[src/hw/cosc_pkg.sv]
// Constants, register map and clock model tables of the clock control block.
// Assumes a 100 MHz system clock; clock rates are modelled as half periods.
package cosc_pkg;
   // APB register offsets (byte addresses)
   localparam logic [7:0]  COSC_CTRL_OFS   = 8'h00;
   localparam logic [7:0]  COSC_STATUS_OFS = 8'h04;
   // Control register fields
   localparam int          COSC_CTRL_FSEL  = 0;   // Pin function select
   localparam int          COSC_CTRL_WDRST = 1;   // Drive reset output low
   localparam logic [1:0]  COSC_CTRL_RST   = 2'h0;
   // Status register fields
   localparam int          COSC_ST_CPU     = 0;   // Two bits, a then b
   localparam int          COSC_ST_VIDEO   = 2;
   localparam int          COSC_ST_USB     = 3;
   localparam int          COSC_ST_EXTRA   = 4;
   localparam int          COSC_ST_MODE    = 5;
   localparam int          COSC_ST_PSTOP   = 6;
   localparam int          COSC_ST_PDOWN   = 7;
   localparam int          COSC_ST_SAFE    = 8;
   localparam int          COSC_ST_TEST    = 9;
   // Predefined safe CPU selection
   localparam logic [1:0]  COSC_CPU_SAFE_SEL = 2'h0;
   // Model half periods in system clock cycles, normal mode
   localparam logic [7:0]  COSC_HP_CPU0    = 8'h06;  // Strap code 0
   localparam logic [7:0]  COSC_HP_CPU1    = 8'h03;  // Strap code 1
   localparam logic [7:0]  COSC_HP_CPU2    = 8'h05;  // Strap code 2
   localparam logic [7:0]  COSC_HP_CPU3    = 8'h04;  // Strap code 3
   localparam logic [7:0]  COSC_HP_SRC     = 8'h06;
   localparam logic [7:0]  COSC_HP_MID     = 8'h09;  // 66.66 MHz model
   localparam logic [7:0]  COSC_HP_48      = 8'h0C;  // 48 MHz model
   localparam logic [7:0]  COSC_HP_24      = 8'h18;  // 24 MHz model
   localparam logic [7:0]  COSC_HP_PCI     = 8'h12;  // 33 MHz model
   // Test mode half periods: divide by two, four and eight
   localparam logic [7:0]  COSC_HP_TDIV2   = 8'h01;
   localparam logic [7:0]  COSC_HP_TDIV4   = 8'h02;
   localparam logic [7:0]  COSC_HP_TDIV8   = 8'h04;
   // Clock generator indices
   localparam int          COSC_NCLK       = 8;
   localparam int          COSC_I_CPU      = 0;
   localparam int          COSC_I_SRC      = 1;
   localparam int          COSC_I_PCI      = 2;
   localparam int          COSC_I_FREE_RUNNING_PCI_CLOCK     = 3;
   localparam int          COSC_I_MID      = 4;
   localparam int          COSC_I_VIDEO    = 5;
   localparam int          COSC_I_USB      = 6;
   localparam int          COSC_I_DOT      = 7;
endpackage

[src/hw/cosc_top.sv]
// Strap latching, power-down, safe frequency, stop and test mode control
// of a board clock generator, with an APB register slave.
// Assumes control pins are asynchronous; shared pins are read while output disabled.
`timescale 1ns/1ns
module cosc_top
   import cosc_pkg::*;
#(
   parameter int HPW = 8
) (
   input  wire logic        clk_in,           // 100 MHz system clock
   input  wire logic        reset_in,         // Sync reset, active high
   // APB slave
   input  wire logic        psel_in,          // Select
   input  wire logic        penable_in,       // Access phase
   input  wire logic        pwrite_in,        // Write when high
   input  wire logic [7:0]  paddr_in,         // Byte address
   input  wire logic [31:0] pwdata_in,        // Write data
   output logic      [31:0] prdata_out,       // Read data
   output logic             pready_out,       // Transfer done
   output logic             pslverr_out,      // Unmapped address
   // Control pins
   input  wire logic        pwrdwn_n_in,      // Power-down or safe input
   input  wire logic        pci_stop_n_in,    // PCI stop, active low
   input  wire logic        test_n_in,        // Test mode, active low
   input  wire logic        supply_good_n_in, // Strap qualifier
   input  wire logic        cpu_freq_strap_a_in, // CPU strap a
   input  wire logic        cpu_freq_strap_b_in, // CPU strap b
   // Shared strap and clock pins
   input  wire logic        mode_pin_in,      // Mode strap level
   output logic             pci0_out,         // PCI clock copy 0
   output logic             pci0_oe_out,      // Drive enable
   input  wire logic        video_pin_in,     // Video rate strap level
   output logic             video_out,        // Video path clock
   output logic             video_oe_out,     // Drive enable
   input  wire logic        usb_pin_in,       // USB rate strap level
   output logic             usb_out,          // USB clock
   output logic             usb_oe_out,       // Drive enable
   input  wire logic        dot_pin_in,       // Extra strap level
   output logic             display_clock_out, // Display clock
   output logic             display_oe_out,   // Drive enable
   // Dedicated outputs
   output logic             cpu_clk_out,      // CPU clock
   output logic             src_clk_out,      // Serial reference clock
   output logic      [6:1]  pci_clk_out,      // PCI copies 1 to 6
   output logic      [2:0]  free_running_pci_clock_clk_out,     // Free-running PCI clocks
   output logic      [3:1]  mid_rate_clock_out, // Mid-rate copies
   output logic             mid0_out,         // Mid-rate or reset_n
   output logic      [1:0]  cpu_freq_sel_out, // Selected CPU code
   output logic             test_mode_out     // Test mode active
);
   typedef enum logic [1:0] {
      COSC_ST_RESET = 2'b00,
      COSC_ST_LATCH = 2'b01,
      COSC_ST_RUN   = 2'b10
   } cosc_state_t;

   cosc_state_t  state_q;
   logic [3:0]   sync_q;      // pd_n, stop_n, test_n, sg_n
   logic         sg_prev_q;
   logic         sg_fell;
   logic [1:0]   cpu_strap_q;
   logic         video_strap_q, usb_strap_q, extra_strap_q, mode_strap_q;
   logic [1:0]   ctrl_q;
   logic         pd_active, safe_mode, pci_stopped, test_mode;
   logic [HPW-1:0] hp [COSC_NCLK];
   logic [COSC_NCLK-1:0] stop, clk;
   logic         strap_done;

   if (HPW < 5) begin : g_chk
      $error("cosc_top: HPW too small for the half period tables");
   end

   // Half period of the CPU clock for a strap code
   function automatic logic [7:0] cpu_hp(input logic [1:0] sel);
      case (sel)
         2'h0:    cpu_hp = COSC_HP_CPU0;
         2'h1:    cpu_hp = COSC_HP_CPU1;
         2'h2:    cpu_hp = COSC_HP_CPU2;
         default: cpu_hp = COSC_HP_CPU3;
      endcase
   endfunction

   // Resynchronise control inputs
   cosc_sync #(.W(4), .RST_VAL(8'h0F)) u_sync (
      .clk_in   (clk_in),
      .reset_in (reset_in),
      .d_in     ({supply_good_n_in, test_n_in, pci_stop_n_in, pwrdwn_n_in}),
      .q_out    (sync_q)
   );

   // Pin function decode
   assign pd_active   = !ctrl_q[COSC_CTRL_FSEL] && !sync_q[0];
   assign safe_mode   = ctrl_q[COSC_CTRL_FSEL] && !sync_q[0];
   assign pci_stopped = !sync_q[1];
   assign test_mode   = !sync_q[2];
   assign sg_fell     = sg_prev_q && !sync_q[3];
   assign strap_done  = (state_q == COSC_ST_RUN);

   // Startup sequence: read shared pins with drivers off, then run
   always_ff @(posedge clk_in) begin
      if (reset_in)
         state_q <= COSC_ST_RESET;
      else begin
         case (state_q)
            COSC_ST_RESET: state_q <= COSC_ST_LATCH;
            COSC_ST_LATCH: state_q <= COSC_ST_RUN;
            default:       state_q <= COSC_ST_RUN;
         endcase
      end
   end

   // Shared pin straps latched once, held afterwards
   always_ff @(posedge clk_in) begin
      if (reset_in) begin
         video_strap_q <= 1'b0;
         usb_strap_q   <= 1'b0;
         extra_strap_q <= 1'b0;
         mode_strap_q  <= 1'b0;
      end else if (state_q == COSC_ST_LATCH) begin
         video_strap_q <= video_pin_in;
         usb_strap_q   <= usb_pin_in;
         extra_strap_q <= dot_pin_in;
         mode_strap_q  <= mode_pin_in;
      end
   end

   // CPU straps: startup and supply good falling edge
   always_ff @(posedge clk_in) begin
      if (reset_in) begin
         cpu_strap_q <= 2'h0;
         sg_prev_q   <= 1'b1;
      end else begin
         sg_prev_q <= sync_q[3];
         if (state_q == COSC_ST_LATCH || sg_fell)
            cpu_strap_q <= {cpu_freq_strap_b_in, cpu_freq_strap_a_in};
      end
   end

   // Selected CPU code, safe mode overrides straps
   always_ff @(posedge clk_in) begin
      if (reset_in)
         cpu_freq_sel_out <= 2'h0;
      else
         cpu_freq_sel_out <= safe_mode ? COSC_CPU_SAFE_SEL : cpu_strap_q;
   end

   // Half period tables, test mode divides the reference
   always_comb begin
      hp[COSC_I_CPU]   = HPW'(cpu_hp(cpu_freq_sel_out));
      hp[COSC_I_SRC]   = HPW'(COSC_HP_SRC);
      hp[COSC_I_PCI]   = HPW'(COSC_HP_PCI);
      hp[COSC_I_FREE_RUNNING_PCI_CLOCK]  = HPW'(COSC_HP_PCI);
      hp[COSC_I_MID]   = HPW'(COSC_HP_MID);
      hp[COSC_I_VIDEO] = HPW'(video_strap_q ? COSC_HP_48 : COSC_HP_MID);
      hp[COSC_I_USB]   = HPW'(usb_strap_q ? COSC_HP_24 : COSC_HP_48);
      hp[COSC_I_DOT]   = HPW'(COSC_HP_48);
      if (test_mode) begin
         hp[COSC_I_CPU]   = HPW'(COSC_HP_TDIV2);
         hp[COSC_I_SRC]   = HPW'(COSC_HP_TDIV2);
         hp[COSC_I_PCI]   = HPW'(COSC_HP_TDIV8);
         hp[COSC_I_FREE_RUNNING_PCI_CLOCK]  = HPW'(COSC_HP_TDIV8);
         hp[COSC_I_MID]   = HPW'(COSC_HP_TDIV4);
         hp[COSC_I_VIDEO] = HPW'(COSC_HP_TDIV4);
         hp[COSC_I_USB]   = HPW'(COSC_HP_TDIV2);
         hp[COSC_I_DOT]   = HPW'(COSC_HP_TDIV2);
      end
   end

   // Stop requests: power-down stops all, PCI stop only PCI and SRC
   always_comb begin
      stop = {COSC_NCLK{pd_active || !strap_done}};
      stop[COSC_I_PCI] = stop[COSC_I_PCI] || pci_stopped;
      stop[COSC_I_SRC] = stop[COSC_I_SRC] || pci_stopped;
   end

   // One divider per clock group, parking low without short pulses
   for (genvar i = 0; i < COSC_NCLK; i++) begin : g_div
      cosc_clk_div #(.HPW(HPW)) u_div (
         .clk_in         (clk_in),
         .reset_in       (reset_in),
         .half_period_in (hp[i]),
         .stop_in        (stop[i]),
         .clk_out        (clk[i])
      );
   end

   // Registered pin outputs and drive enables
   always_ff @(posedge clk_in) begin
      if (reset_in) begin
         cpu_clk_out        <= 1'b0;
         src_clk_out        <= 1'b0;
         pci_clk_out        <= 6'h00;
         pci0_out           <= 1'b0;
         free_running_pci_clock_clk_out       <= 3'h0;
         mid_rate_clock_out <= 3'h0;
         mid0_out           <= 1'b0;
         video_out          <= 1'b0;
         usb_out            <= 1'b0;
         display_clock_out  <= 1'b0;
         pci0_oe_out        <= 1'b0;
         video_oe_out       <= 1'b0;
         usb_oe_out         <= 1'b0;
         display_oe_out     <= 1'b0;
         test_mode_out      <= 1'b0;
      end else begin
         cpu_clk_out        <= clk[COSC_I_CPU];
         src_clk_out        <= clk[COSC_I_SRC];
         pci_clk_out        <= {6{clk[COSC_I_PCI]}};
         pci0_out           <= clk[COSC_I_PCI];
         free_running_pci_clock_clk_out       <= {3{clk[COSC_I_FREE_RUNNING_PCI_CLOCK]}};
         mid_rate_clock_out <= {3{clk[COSC_I_MID]}};
         mid0_out           <= mode_strap_q ? !ctrl_q[COSC_CTRL_WDRST]
                                            : clk[COSC_I_MID];
         video_out          <= clk[COSC_I_VIDEO];
         usb_out            <= clk[COSC_I_USB];
         display_clock_out  <= clk[COSC_I_DOT];
         pci0_oe_out        <= strap_done;
         video_oe_out       <= strap_done;
         usb_oe_out         <= strap_done;
         display_oe_out     <= strap_done;
         test_mode_out      <= test_mode;
      end
   end

   // Control register write at the access edge
   always_ff @(posedge clk_in) begin
      if (reset_in)
         ctrl_q <= COSC_CTRL_RST;
      else if (psel_in && penable_in && pready_out && pwrite_in &&
               paddr_in == COSC_CTRL_OFS)
         ctrl_q <= pwdata_in[1:0];
   end

   // APB answer prepared in the setup cycle, zero wait states
   always_ff @(posedge clk_in) begin
      if (reset_in) begin
         pready_out  <= 1'b0;
         pslverr_out <= 1'b0;
         prdata_out  <= 32'h0000_0000;
      end else begin
         pready_out  <= psel_in && !penable_in;
         pslverr_out <= 1'b0;
         prdata_out  <= 32'h0000_0000;
         if (psel_in && !penable_in) begin
            if (paddr_in == COSC_CTRL_OFS)
               prdata_out <= {30'h0, ctrl_q};
            else if (paddr_in == COSC_STATUS_OFS)
               prdata_out <= {22'h0, test_mode, safe_mode, pd_active,
                              sync_q[1], mode_strap_q, extra_strap_q,
                              usb_strap_q, video_strap_q,
                              cpu_strap_q};
            else
               pslverr_out <= 1'b1;
         end
      end
   end

   // Checks
   property p_fsel_pd;
      @(posedge clk_in) disable iff (reset_in)
      (ctrl_q[COSC_CTRL_FSEL] && strap_done) |-> !stop[COSC_I_MID];
   endproperty
   a_fsel_pd: assert property (p_fsel_pd) else $error("power-down in safe mode");

   property p_pd_park;
      @(posedge clk_in) disable iff (reset_in)
      (pd_active && !clk[COSC_I_CPU]) |=> !clk[COSC_I_CPU];
   endproperty
   a_pd_park: assert property (p_pd_park) else $error("clock rose in power-down");

   property p_safe_sel;
      @(posedge clk_in) disable iff (reset_in)
      safe_mode |=> cpu_freq_sel_out == COSC_CPU_SAFE_SEL;
   endproperty
   a_safe_sel: assert property (p_safe_sel) else $error("safe code not used");

   property p_mid0_clk;
      @(posedge clk_in) disable iff (reset_in)
      (strap_done && !mode_strap_q) |=> mid0_out == $past(clk[COSC_I_MID]);
   endproperty
   a_mid0_clk: assert property (p_mid0_clk) else $error("shared pin wrong");

   property p_cpu_recap;
      @(posedge clk_in) disable iff (reset_in)
      sg_fell |=> cpu_strap_q ==
         $past({cpu_freq_strap_b_in, cpu_freq_strap_a_in});
   endproperty
   a_cpu_recap: assert property (p_cpu_recap) else $error("strap not caught");

   property p_status_rd;
      @(posedge clk_in) disable iff (reset_in)
      (psel_in && !penable_in && !pwrite_in && paddr_in == COSC_STATUS_OFS)
      |=> pready_out && prdata_out[1:0] == $past(cpu_strap_q);
   endproperty
   a_status_rd: assert property (p_status_rd) else $error("status wrong");

   property p_pci_park;
      @(posedge clk_in) disable iff (reset_in)
      (pci_stopped && !clk[COSC_I_PCI]) ##1 pci_stopped
      |-> !clk[COSC_I_PCI] [*2];
   endproperty
   a_pci_park: assert property (p_pci_park) else $error("PCI ran in stop");

   property p_test_div2;
      @(posedge clk_in) disable iff (reset_in)
      (test_mode && !pd_active && strap_done) [*4] ##0 !clk[COSC_I_CPU]
      |=> clk[COSC_I_CPU];
   endproperty
   a_test_div2: assert property (p_test_div2) else $error("test rate wrong");

   property p_strap_hold;
      @(posedge clk_in) disable iff (reset_in)
      strap_done |=> $stable({video_strap_q, usb_strap_q, mode_strap_q});
   endproperty
   a_strap_hold: assert property (p_strap_hold) else $error("strap changed");

   c_pd:   cover property (@(posedge clk_in) disable iff (reset_in) pd_active);
   c_safe: cover property (@(posedge clk_in) disable iff (reset_in) safe_mode);
   c_free_running_pci_clock: cover property (@(posedge clk_in) disable iff (reset_in)
                           pci_stopped && $rose(clk[COSC_I_FREE_RUNNING_PCI_CLOCK]));
   c_test: cover property (@(posedge clk_in) disable iff (reset_in)
                           test_mode && $rose(clk[COSC_I_MID]));
endmodule

[src/hw/cosc_sync.sv]
// Two flip-flop level synchroniser for a vector of control inputs.
// Assumes inputs are quasi-static levels; reset value is a constant.
`timescale 1ns/1ns
module cosc_sync #(
   parameter int         W       = 1,
   parameter logic [7:0] RST_VAL = 8'hFF
) (
   input  wire logic         clk_in,    // System clock
   input  wire logic         reset_in,  // Sync reset, active high
   input  wire logic [W-1:0] d_in,      // Asynchronous levels
   output logic      [W-1:0] q_out      // Synchronised levels
);
   logic [W-1:0] meta_q;

   if (W < 1 || W > 8) begin : g_chk
      $error("cosc_sync: W must be 1 to 8");
   end

   // First stage feeds only the second
   always_ff @(posedge clk_in) begin
      if (reset_in) begin
         meta_q <= RST_VAL[W-1:0];
         q_out  <= RST_VAL[W-1:0];
      end else begin
         meta_q <= d_in;
         q_out  <= meta_q;
      end
   end
endmodule

[src/hw/cosc_clk_div.sv]
// Divider producing one modelled output clock with a glitch-free stop.
// Assumes the half period input is at least one and changes rarely.
`timescale 1ns/1ns
module cosc_clk_div #(
   parameter int HPW = 8
) (
   input  wire logic           clk_in,         // System clock
   input  wire logic           reset_in,       // Sync reset, active high
   input  wire logic [HPW-1:0] half_period_in, // Cycles per half period
   input  wire logic           stop_in,        // Park low when high
   output logic                clk_out         // Modelled clock level
);
   logic [HPW-1:0] cnt_q;
   logic           tick;

   if (HPW < 2) begin : g_chk
      $error("cosc_clk_div: HPW must be at least 2");
   end

   assign tick = (cnt_q >= half_period_in - HPW'(1));

   // Half period counter
   always_ff @(posedge clk_in) begin
      if (reset_in)
         cnt_q <= '0;
      else if (tick)
         cnt_q <= '0;
      else
         cnt_q <= cnt_q + HPW'(1);
   end

   // High phase always completes; stop only blocks the next rise
   always_ff @(posedge clk_in) begin
      if (reset_in)
         clk_out <= 1'b0;
      else if (tick) begin
         if (clk_out)
            clk_out <= 1'b0;
         else if (!stop_in)
            clk_out <= 1'b1;
      end
   end
endmodule

[config.mk]
export PLATFORM = sky130hd
export DESIGN_NAME = cosc_top
export DESIGN_NICKNAME = d
export VERILOG_FILES = /design/src/hw/cosc_pkg.sv /design/src/hw/cosc_top.sv /design/src/hw/cosc_sync.sv /design/src/hw/cosc_clk_div.sv
export SDC_FILE = /design/constraint.sdc
export NUM_CORES = 1
export LEC_CHECK = 0
export ABC_AREA = 1
export ABC_CLOCK_PERIOD_IN_PS = 4030
export BUFFER_PORTS_ARGS = -buffer_cell sky130_fd_sc_hd__buf_2
export CAP_MARGIN = 20
export CORE_MARGIN = 2
export CORE_UTILIZATION = 35
export CTS_BUF_LIST = sky130_fd_sc_hd__clkbuf_16
export DETAILED_ROUTE_END_ITERATION = 10
export GPL_ROUTABILITY_DRIVEN = 0
export HOLD_SLACK_MARGIN = 0.08
export SYNTH_ARGS = -nofsm -noshare
export SYNTH_HDL_FRONTEND = slang
export SYNTH_SLANG_ARGS = --single-unit
[constraint.sdc]
create_clock -name clk_in -period 4.03 [get_ports clk_in]
set_input_delay 0.2015 -clock clk_in [delete_from_list [all_inputs] [get_ports clk_in]]
set_output_delay 0.2015 -clock clk_in [all_outputs]
set_load 0.03 [all_outputs]
==> results.py, run 1 <==
metrics = {
    "synth": {
        "syn_inst": 588,
        "synth_cell_types": 37,
        "syn_area_um2": 5120,
        "synth_top_area_share_pct": 45.4,
        "synth.area.top_cells": "dfxtp_1 (45%), ha_1 (11%), nor2_1 (7.4%)",
        "syn_avg_cell_area_um2": 8.70,
        "synth_seq_cells": 116,
        "yosysTopAreaCell": "dfxtp_1",
        "yosysSeqAreaShare_pct": 45.4,
        "yosys_warnings": 0,
    },
    "pwr": {
        "p_clk_share_pct": 50.3,
        "p_switching_uw": 746,
        "power_density_nw_per_um2": 485,
        "total_power_mw": 3.01,
        "p_comb_share_pct": 8.9,
        "seq_power_share_pct": 40.8,
        "worst_ir_drop_vdd_mv": 0.240,
        "p_sw_share_pct": 24.8,
        "p_int_mw": 2.26,
        "p_leak_nw": 2.94,
    },
    "placed_design": {
        "io_buffers": 62,
        "hpwl_mm": 6.93,
        "dpl_worst_slack_ns": 1.66,
    },
    "floorplanning": {
        "die_area_um2": 15600,
        "initial_core_util_pct": 35.5,
        "die_h_um": 125,
        "design.core.area_um2": 14400,
        "die_w_um": 125,
        "rows": 44,
        "io_pins": 115,
    },
    "clock_network": {
        "root_buffer": "clkbuf_16",
        "clk_pin_slew_ns": 0.05,
        "cts_setup_buffers": 0,
        "cts_tree": "built",
        "cts_buffers": 17,
        "cts-htree-levels": 4,
        "clock-sinks": 116,
        "clk_latency_ns": 0.41,
        "clockBufferDepth": 2,
    },
    "status": {
        "run_status": "finished, final reports clean",
    },
    "global_routing": {
        "grt_pass1_vias": 3696,
        "track_usage_pct": 13.1,
        "overflow": 0,
        "grt_pass1_wl_mm": 16.4,
        "grt_max_degree": 29,
        "antenna_found_initial": 0,
    },
    "sta": {
        "max_freq_mhz": 423,
        "worst-slew-pin-transition_ns": 0.520,
        "post-route-period-util_pct": 58.7,
        "rsz0062_at_grt": "false",
        "fin_crit_ns": 2.37,
        "fin_skew_ns": 0.00928,
        "max-slew-margin-rel_pct": 65.3,
        "tns_ns": 0,
        "hold_viol": 0,
        "layout_setup_ws_ns": 1.66,
        "whs_ns": 0.0994,
        "setup_viol": 0,
        "slew_viol_final": 0,
    },
    "critical_path": {
        "crit_chain": "buf_4 > inv_1 > nor2_1 > nand3_1 > ha_1 > nand2_1 > inv_1 > nor2_1 > o21a_1 > nand3_2 > nor2_1",
        "crit_path_start_kind": "register",
        "arrival_ns": 2.71,
        "cpMostUsedCell": "nor2_1",
        "cp_max_fo": 14,
        "cpPeakStageDelay_ns": 0.33,
        "cp.required_ns": 4.37,
        "crit_type": "reg -> reg",
        "end_kind": "register",
        "cpMaxStageDelayCell": "ha_1",
    },
    "route": {
        "drt_iter0_markers": 175,
        "vias_per_cell": 4.27,
        "wl_per_cell_um": 10.9,
        "drc": 0,
        "drt-pass1-iter-count": 4,
        "via_count": 3732,
        "routed_wl_mm": 9.55,
        "drtAntennaViolNets": 0,
    },
    "hold_path": {
        "hp-class": "in -> reg",
    },
    "final_layout": {
        "final_net_count": 779,
        "drive_gt1_share_pct": 18.7,
        "area_growth_pct": 21.3,
        "antenna_cells": 0,
    },
    "flow_run": {
        "maxCapViolations": 0,
    },
}
layout by cell type, fill, tap and decap left out, types with 3 or more instances in the layout:
cell type      instances
o21ai_0               14
inv_1                 59
ha_1                  46
nand3_1               24
nand2_2                3
nand3_2                7
buf_2                 62
clkinvlp_4             6
clkinv_4               4
dfxtp_1              116
nand2_1               71
conb_1                43
nor3b_1                3
bufinv_16              3
or2_2                 10
nor3_1                 8
dlygate4sd3_1          8
a21oi_1               22
xor2_1                20
clkbuf_16             17
nor2_1               101
xnor2_1               11
nand4_1                6
nor2_2                 4
critical path, delay by kind of cell (launching register included):
kind            cells  cell delay, ns
simple gates        6            0.91
buf+inv             3            0.55
fa+ha+maj           1            0.33
flops               1            0.30
compound gates      1            0.18
logic make-up after synthesis:
kind of cell,Yosys count,synth area share [%]
and+or+nand+nor,248,23.0
DFF,116,45.4
buffers and inverters,102,10.4
adders and majority gates,46,11.2
AOI/OAI and AO/OA,43,4.50
xor gates and xnor gates,31,5.31
other,2,0.147
repair_timing:
item,4_1_cts,5_1_grt
hold endpoints to repair,8,0
hold buffers,8,0
gates resized for setup,0,0
path summary, 6_finish.rpt:
check / startpoint / to / slack (ns) / depth (start not counted)
worst max-delay path: u_sync.q_out[2] / g_div[0].u_div.cnt_q[2] / 1.66 / 11
worst min-delay path: cpu_freq_strap_a_in / cpu_strap_q[0] / 0.1 / 3
worst max register to register: u_sync.q_out[2] / g_div[0].u_div.cnt_q[2] / 1.66 / 11
worst min register to register: u_sync.meta_q[2] / u_sync.q_out[2] / 0.41 / 1
cell type report:
class	instances	area, µm²
fill	1405	8220
multi-input combinational	411	2410
sequential	116	2320
clock buffer	17	425
timing repair buffer	71	398
inverter	61	230
tap	184	230
clock inverter	15	183
synth_stat cells:
| cell | n |
|---|---|
| a21o_1 | 1 |
| a21oi_1 | 22 |
| and3b_1 | 2 |
| buf_2 | 2 |
| buf_4 | 35 |
| buf_6 | 2 |
| clkbuf_1 | 2 |
| clkinv_2 | 1 |
| conb_1 | 2 |
| dfxtp_1 | 116 |
| ha_1 | 46 |
| inv_1 | 59 |
| inv_2 | 1 |
| nand2_1 | 71 |
| nand2_2 | 3 |
| nand2_4 | 1 |
| nand3_1 | 24 |
| nand3_2 | 7 |
| nand3b_1 | 2 |
| nand4_1 | 6 |
| nand4_4 | 1 |
| nor2_1 | 101 |
| nor2_2 | 4 |
| nor2_4 | 1 |
| nor3_1 | 8 |
| nor3_2 | 1 |
| nor3_4 | 1 |
| nor3b_1 | 3 |
| nor3b_2 | 1 |
| nor3b_4 | 1 |
| o21a_1 | 2 |
| o21ai_0 | 14 |
| o21ai_1 | 2 |
| o21ai_2 | 2 |
| or2_2 | 10 |
| xnor2_1 | 11 |
| xor2_1 | 20 |
per-layer routing:
layer  track usage, %  vias up  wire length, µm
met4             6.08        0              158
met1             14.4     1693             4180
met5                0        -                0
li1                 -     1962                -
met3             3.95       14              347
met2             23.3       63             4860
power by group through the flow:
stage               Combinational [mW]  Sequential, mW  Clock, mW
floorplan                        0.212            1.26          0
global placement                 0.254            1.25          0
detailed placement               0.263            1.25          0
CTS                              0.271            1.23       1.54
global route                     0.306            1.23       1.60
finish                           0.268            1.23       1.51
per-stage QoR:
step / cell area (µm²) / utilization (%) / instances
floorplan: 5270 / - / 629
global placement: 5520 / 38.2 / 835
detailed placement: 5520 / 38.2 / 835
CTS: 6200 / 43.0 / 875
global route: 6200 / 43.0 / 875
finish: 6200 / 43.0 / 875
flip-flops by register name, summed over array words and instances (netlist names), 2 cells and up:
signal,cells
cpu_freq_sel_out,2
cpu_strap_q,2
ctrl_q,2
g_div.u_div.clk_out,8
g_div.u_div.cnt_q,64
prdata_out,10
state_q,2
u_sync.meta_q,4
u_sync.q_out,4
Note: power is estimated with default switching activity, not from simulation.
==> run 2: changes to the inputs <==
Settings changed: ABC_AREA 1 to 0, ABC_CLOCK_PERIOD_IN_PS 4030 to 2300.
Clock period 4.03 ns to 2.3 ns, I/O delays scaled along.
==> results.py, run 2 <==
metrics = {
    "status": {
        "run_status": "finished, final reports clean",
    },
    "placed_design": {
        "dp.cells": 738,
        "hpwl_mm": 6.42,
        "io_buffers": 62,
        "postPlaceCellArea_um2": 5380,
        "dpl_worst_slack_ns": -0.0567,
    },
    "synth": {
        "synth_cell_types": 47,
        "syn_area_um2": 4890,
        "yosysTopAreaCell": "dfxtp_1",
        "syn_avg_cell_area_um2": 9.99,
        "synth_edf_count": 0,
        "syn_inst": 490,
        "synth_top_area_share_pct": 47.5,
        "async_reset_ff_share_pct": 0,
        "yosys_warnings": 0,
        "synth.area.top_cells": "dfxtp_1 (47%), ha_1 (12%), nor2_1 (5.4%)",
        "netlist_top_cells_count": "dfxtp_1 (116), nor2_1 (71), ha_1 (46)",
        "ys.flop_type": "dfxtp_1",
        "yosysSeqAreaShare_pct": 47.5,
        "synth_most_common_cell": "dfxtp_1",
        "synth_seq_cells": 116,
    },
    "global_routing": {
        "antenna_found_initial": 1,
        "overflow": 0,
        "track_usage_pct": 13.3,
        "grt_pass1_wl_mm": 15.3,
        "grt_pass1_vias": 3359,
        "grt_max_degree": 48,
    },
    "clock_network": {
        "clk_pin_slew_ns": 0.06,
        "clockBufferDepth": 2,
        "cts_buffers": 17,
        "clock-sinks": 116,
        "cts-htree-levels": 4,
        "clk_latency_ns": 0.41,
        "cts_tree": "built",
        "root_buffer": "clkbuf_16",
    },
    "pwr": {
        "p_leak_nw": 2.84,
        "p_clk_share_pct": 48.2,
        "p_int_mw": 3.72,
        "worst_ir_drop_vdd_mv": 0.570,
        "power_density_nw_per_um2": 786,
        "seq_power_share_pct": 43.4,
        "total_power_mw": 4.92,
        "p_comb_share_pct": 8.4,
        "p_sw_share_pct": 24.4,
        "p_switching_mw": 1.20,
    },
    "critical_path": {
        "arrival_ns": 2.60,
        "crit_type": "reg -> reg",
        "crit_path_start_kind": "register",
        "cp_max_fo": 3,
        "end_kind": "register",
        "cpMostUsedCell": "ha_4",
        "cpPeakStageDelay_ns": 0.35,
        "cp.required_ns": 2.65,
        "cpMaxStageDelayCell": "dfxtp_4",
        "reg2regPathDepth": 10,
        "r2r_slack_ns": 0.06,
        "startpoint": "cpu_freq_sel_out[0]",
        "timing.rr.end": "g_div[0].u_div.clk_out",
        "crit_chain": "inv_4 > ha_4 > nor2_4 > nand3_4 > ha_4 > and4_4 > o211ai_1 > o21a_1 > a2111oi_2 > a31o_2",
        "reg2reg_from": "cpu_freq_sel_out[0]",
    },
    "floorplanning": {
        "design.core.area_um2": 13800,
        "die_w_um": 122,
        "rows": 43,
        "io_pins": 115,
        "die_h_um": 122,
        "initial_core_util_pct": 35.5,
        "die_area_um2": 14900,
    },
    "final_layout": {
        "top_regs": "g_div.u_div.cnt_q x64, prdata_out x10, g_div.u_div.clk_out x8",
        "largest_reg_flops": 64,
        "antenna_cells": 0,
        "top_register": "g_div.u_div.cnt_q",
        "area_growth_pct": 27.9,
        "drive_gt1_share_pct": 23.3,
        "final_cell_mix": "dfxtp_1 (113), nor2_1 (69), buf_2 (62)",
        "final_common_cell": "dfxtp_1",
        "fin_area_um2": 6260,
        "final_net_count": 703,
        "fin_cells": 794,
        "utilization_pct": 45.4,
        "fillers": 1292,
    },
    "sta": {
        "max-slew-margin-rel_pct": 51.1,
        "max_freq_mhz": 446,
        "tns_ns": 0,
        "slew_viol_final": 0,
        "fin_skew_ns": 0.00612,
        "setup_viol": 0,
        "worst-slew-pin-transition_ns": 0.730,
        "post-route-period-util_pct": 97.5,
        "rsz0062_at_grt": "true",
        "whs_ns": 0.135,
        "layout_setup_ws_ns": 0.0578,
        "fin_crit_ns": 2.24,
        "hold_viol": 0,
    },
    "hold_path": {
        "hold_path.startpoint": "paddr_in[7]",
        "min_path_cells": 5,
        "hp-class": "in -> reg",
        "min_to": "ctrl_q[0]",
    },
    "flow_run": {
        "maxCapViolations": 0,
    },
    "route": {
        "drt_iter0_markers": 162,
        "drc": 0,
        "routed_wl_mm": 9.43,
        "wl_per_cell_um": 11.9,
        "vias_per_cell": 4.42,
        "via_count": 3510,
        "drtAntennaViolNets": 0,
        "drt-pass1-iter-count": 5,
    },
}
run 2: power groups by stage:
stage,clock network (mW),logic (mW),registers (mW)
after floorplan,0,0.296,2.18
after global placement,0,0.361,2.17
after detailed placement,0,0.370,2.18
after CTS,2.43,0.410,2.13
after global routing,2.53,0.465,2.14
final,2.37,0.412,2.14
run 2: logic make-up after synthesis:
kind of cell               after synthesis  share of synthesized area, %
and+or+nand+nor                        180                          19.3
DFF                                    116                          47.5
buffers and inverters                   63                          7.52
adders and majority gates               46                          11.8
AOI/OAI and AO/OA                       40                          5.91
xor gates and xnor gates                34                          6.09
muxes                                    9                          1.84
other                                    2                         0.153
run 2: worst max path at each step:
stage	to	slack [ns]	cells after the start
floorplan	g_div[0].u_div.clk_out	0.007	10
global placement	g_div[0].u_div.cnt_q[7]	0.01	10
detailed placement	g_div[0].u_div.clk_out	-0.06	10
CTS	g_div[0].u_div.cnt_q[4]	0.01	11
global route	g_div[0].u_div.clk_out	-0.03	10
finish	g_div[0].u_div.clk_out	0.06	10
run 2: per-layer routing:
layer	global-route usage (%)	part of all wire [%]
met5	0	0
met4	5.68	1.7
met3	4.23	3.8
met2	21.8	48
met1	16.1	46
run 2: area by class of cell:
type                            instances  area (µm²)  area share, %
Sequential cell                       116        2330           37.2
Inverter                               22        87.6           1.40
Multi-Input combinational cell        352        2470           39.4
Clock buffer                           17         425           6.80
Tap cell                              180         225           3.60
Timing Repair Buffer                   93         608           9.71
Clock inverter                         14         115           1.84
run 2: worst max-delay path, delay by kind of cell, from the launching register on:
family	cells	cell delay, ns
simple gates	3	0.50
buf+inv	1	0.04
fa+ha+maj	2	0.54
flops	1	0.35
compound gates	4	0.76
run 2: what timing repair did:
item	4_1_cts	5_1_grt
resized for setup	2	16
buffers inserted	3	1
setup endpoints to repair	9	17
pin swaps	2	4
hold buffers	21	0
endpoints found under the hold margin	18	0
==> run 3: changes to the inputs <==
Settings changed: PLACE_DENSITY set to 0.66.
==> results.py, run 3 (synthesized netlist as in run 2, its figures left out) <==
metrics = {
    "final_layout": {
        "final_cell_mix": "dfxtp_1 (114), nor2_1 (69), buf_2 (62)",
        "largest_reg_flops": 64,
        "top_regs": "g_div.u_div.cnt_q x64, prdata_out x10, g_div.u_div.clk_out x8",
        "fin_cells": 794,
        "antenna_cells": 0,
        "utilization_pct": 45.6,
        "area_growth_pct": 28.4,
        "fin_area_um2": 6280,
        "drive_gt1_share_pct": 22.3,
        "final_net_count": 702,
        "top_register": "g_div.u_div.cnt_q",
        "final_common_cell": "dfxtp_1",
    },
    "critical_path": {
        "cp_max_fo": 3,
        "crit_path_start_kind": "register",
        "cpMostUsedCell": "ha_4",
        "crit_type": "reg -> reg",
        "reg2reg_from": "cpu_freq_sel_out[0]",
        "cpPeakStageDelay_ns": 0.34,
        "arrival_ns": 2.56,
        "end_kind": "register",
        "crit_chain": "inv_2 > ha_4 > nor2_4 > nand3_4 > ha_4 > and4_1 > o211ai_1 > o21a_1 > a2111oi_2 > a31o_2",
        "startpoint": "cpu_freq_sel_out[0]",
        "cp.required_ns": 2.65,
        "cpMaxStageDelayCell": "dfxtp_4",
    },
    "placed_design": {
        "postPlaceCellArea_um2": 5360,
        "dp.cells": 736,
        "hpwl_mm": 6.60,
        "dpl_worst_slack_ns": -0.116,
        "io_buffers": 62,
    },
    "pwr": {
        "p_switching_mw": 1.22,
        "worst_ir_drop_vdd_mv": 0.503,
        "p_clk_share_pct": 51.0,
        "p_comb_share_pct": 8.2,
        "seq_power_share_pct": 40.8,
        "total_power_mw": 5.23,
        "p_sw_share_pct": 23.4,
        "p_leak_nw": 2.83,
        "power_density_nw_per_um2": 832,
        "p_int_mw": 4.01,
    },
    "route": {
        "wl_per_cell_um": 12.2,
        "vias_per_cell": 4.46,
        "drt_iter0_markers": 164,
        "via_count": 3543,
        "drt-pass1-iter-count": 6,
        "drc": 0,
        "routed_wl_mm": 9.69,
        "drtAntennaViolNets": 0,
    },
    "floorplanning": {
        "die_h_um": 122,
        "die_area_um2": 14900,
        "die_w_um": 122,
        "design.core.area_um2": 13800,
        "io_pins": 115,
        "initial_core_util_pct": 35.5,
        "rows": 43,
    },
    "sta": {
        "post-route-period-util_pct": 95.7,
        "max_freq_mhz": 454,
        "rsz0062_at_grt": "true",
        "layout_setup_ws_ns": 0.0988,
        "whs_ns": 0.151,
        "hold_viol": 0,
        "tns_ns": 0,
        "fin_crit_ns": 2.20,
        "setup_viol": 0,
        "worst-slew-pin-transition_ns": 0.591,
        "fin_skew_ns": 0.00742,
        "max-slew-margin-rel_pct": 60.6,
        "slew_viol_final": 0,
    },
    "clock_network": {
        "clk_latency_ns": 0.41,
        "cts_buffers": 17,
        "clockBufferDepth": 2,
        "root_buffer": "clkbuf_16",
        "cts-htree-levels": 4,
        "clk_pin_slew_ns": 0.05,
        "cts_tree": "built",
        "clock-sinks": 116,
    },
    "global_routing": {
        "grt_max_degree": 32,
        "grt_pass1_vias": 3513,
        "grt_pass1_wl_mm": 15.9,
        "track_usage_pct": 13.8,
        "antenna_found_initial": 0,
        "overflow": 0,
    },
    "status": {
        "run_status": "finished, final reports clean",
    },
    "flow_run": {
        "maxCapViolations": 0,
    },
    "hold_path": {
        "hold_path.startpoint": "paddr_in[5]",
        "hp-class": "in -> reg",
    },
}
==> run 3: changes by cell type in the layout (fill, tap and decap cells not counted), sizes merged <==
| cell | delta |
|---|---|
| clkinvlp | +4 |
| clkinv | -3 |
| inv | -3 |
| bufinv | +2 |
| clkbuf | +1 |
| dlygate4sd3 | -1 |
==> run 3: worst max-delay path: cells and delay by family (launching register included) <==
kind,cells,cell delay [ns]
DFF,1,0.34
adders and majority gates,2,0.52
AOI/OAI and AO/OA,4,0.77
buffers and inverters,1,0.04
and+or+nand+nor,3,0.47
==> run 3: layout make-up <==
type	instances	area, µm²
Clock inverter	14	159
Sequential cell	116	2330
Timing Repair Buffer	92	602
Inverter	22	82.6
Fill cell	1303	7490
Clock buffer	18	450
Multi-Input combinational cell	352	2430
Tap cell	180	225
==> run 3: repair_timing <==
item	CTS	global route
setup buffers	4	2
pin swaps	2	4
gates resized for setup	5	6
setup endpoints to repair	9	15
endpoints found under the hold margin	18	0
hold buffers	20	0
==> run 3: worst paths after layout <==
path              slack, ns  cells past startpoint                endpoint
hold / removal         0.15                      5               ctrl_q[1]
hold reg to reg        0.41                      1         u_sync.q_out[2]
setup / recovery        0.1                     10  g_div[0].u_div.clk_out
setup reg to reg        0.1                     10  g_div[0].u_div.clk_out
==> run 3: routing by layer <==
metal | vias up | GRT usage [%] | part of all wire [%]
met3 | 21 | 4.60 | 4.0
met5 | - | 0 | 0
met4 | 0 | 6.82 | 1.9
li1 | 1813 | - | -
met1 | 1647 | 15.5 | 43
met2 | 62 | 23.5 | 51
==> run 3: power by group through the flow <==
| stage | combinational (mW) | sequential (mW) | clock (mW) |
|---|---|---|---|
| after floorplan | 0.296 | 2.18 | 0 |
| after global placement | 0.357 | 2.17 | 0 |
| after detailed placement | 0.371 | 2.18 | 0 |
| after CTS | 0.415 | 2.13 | 2.72 |
| after global routing | 0.479 | 2.14 | 2.82 |
| final | 0.429 | 2.14 | 2.66 |
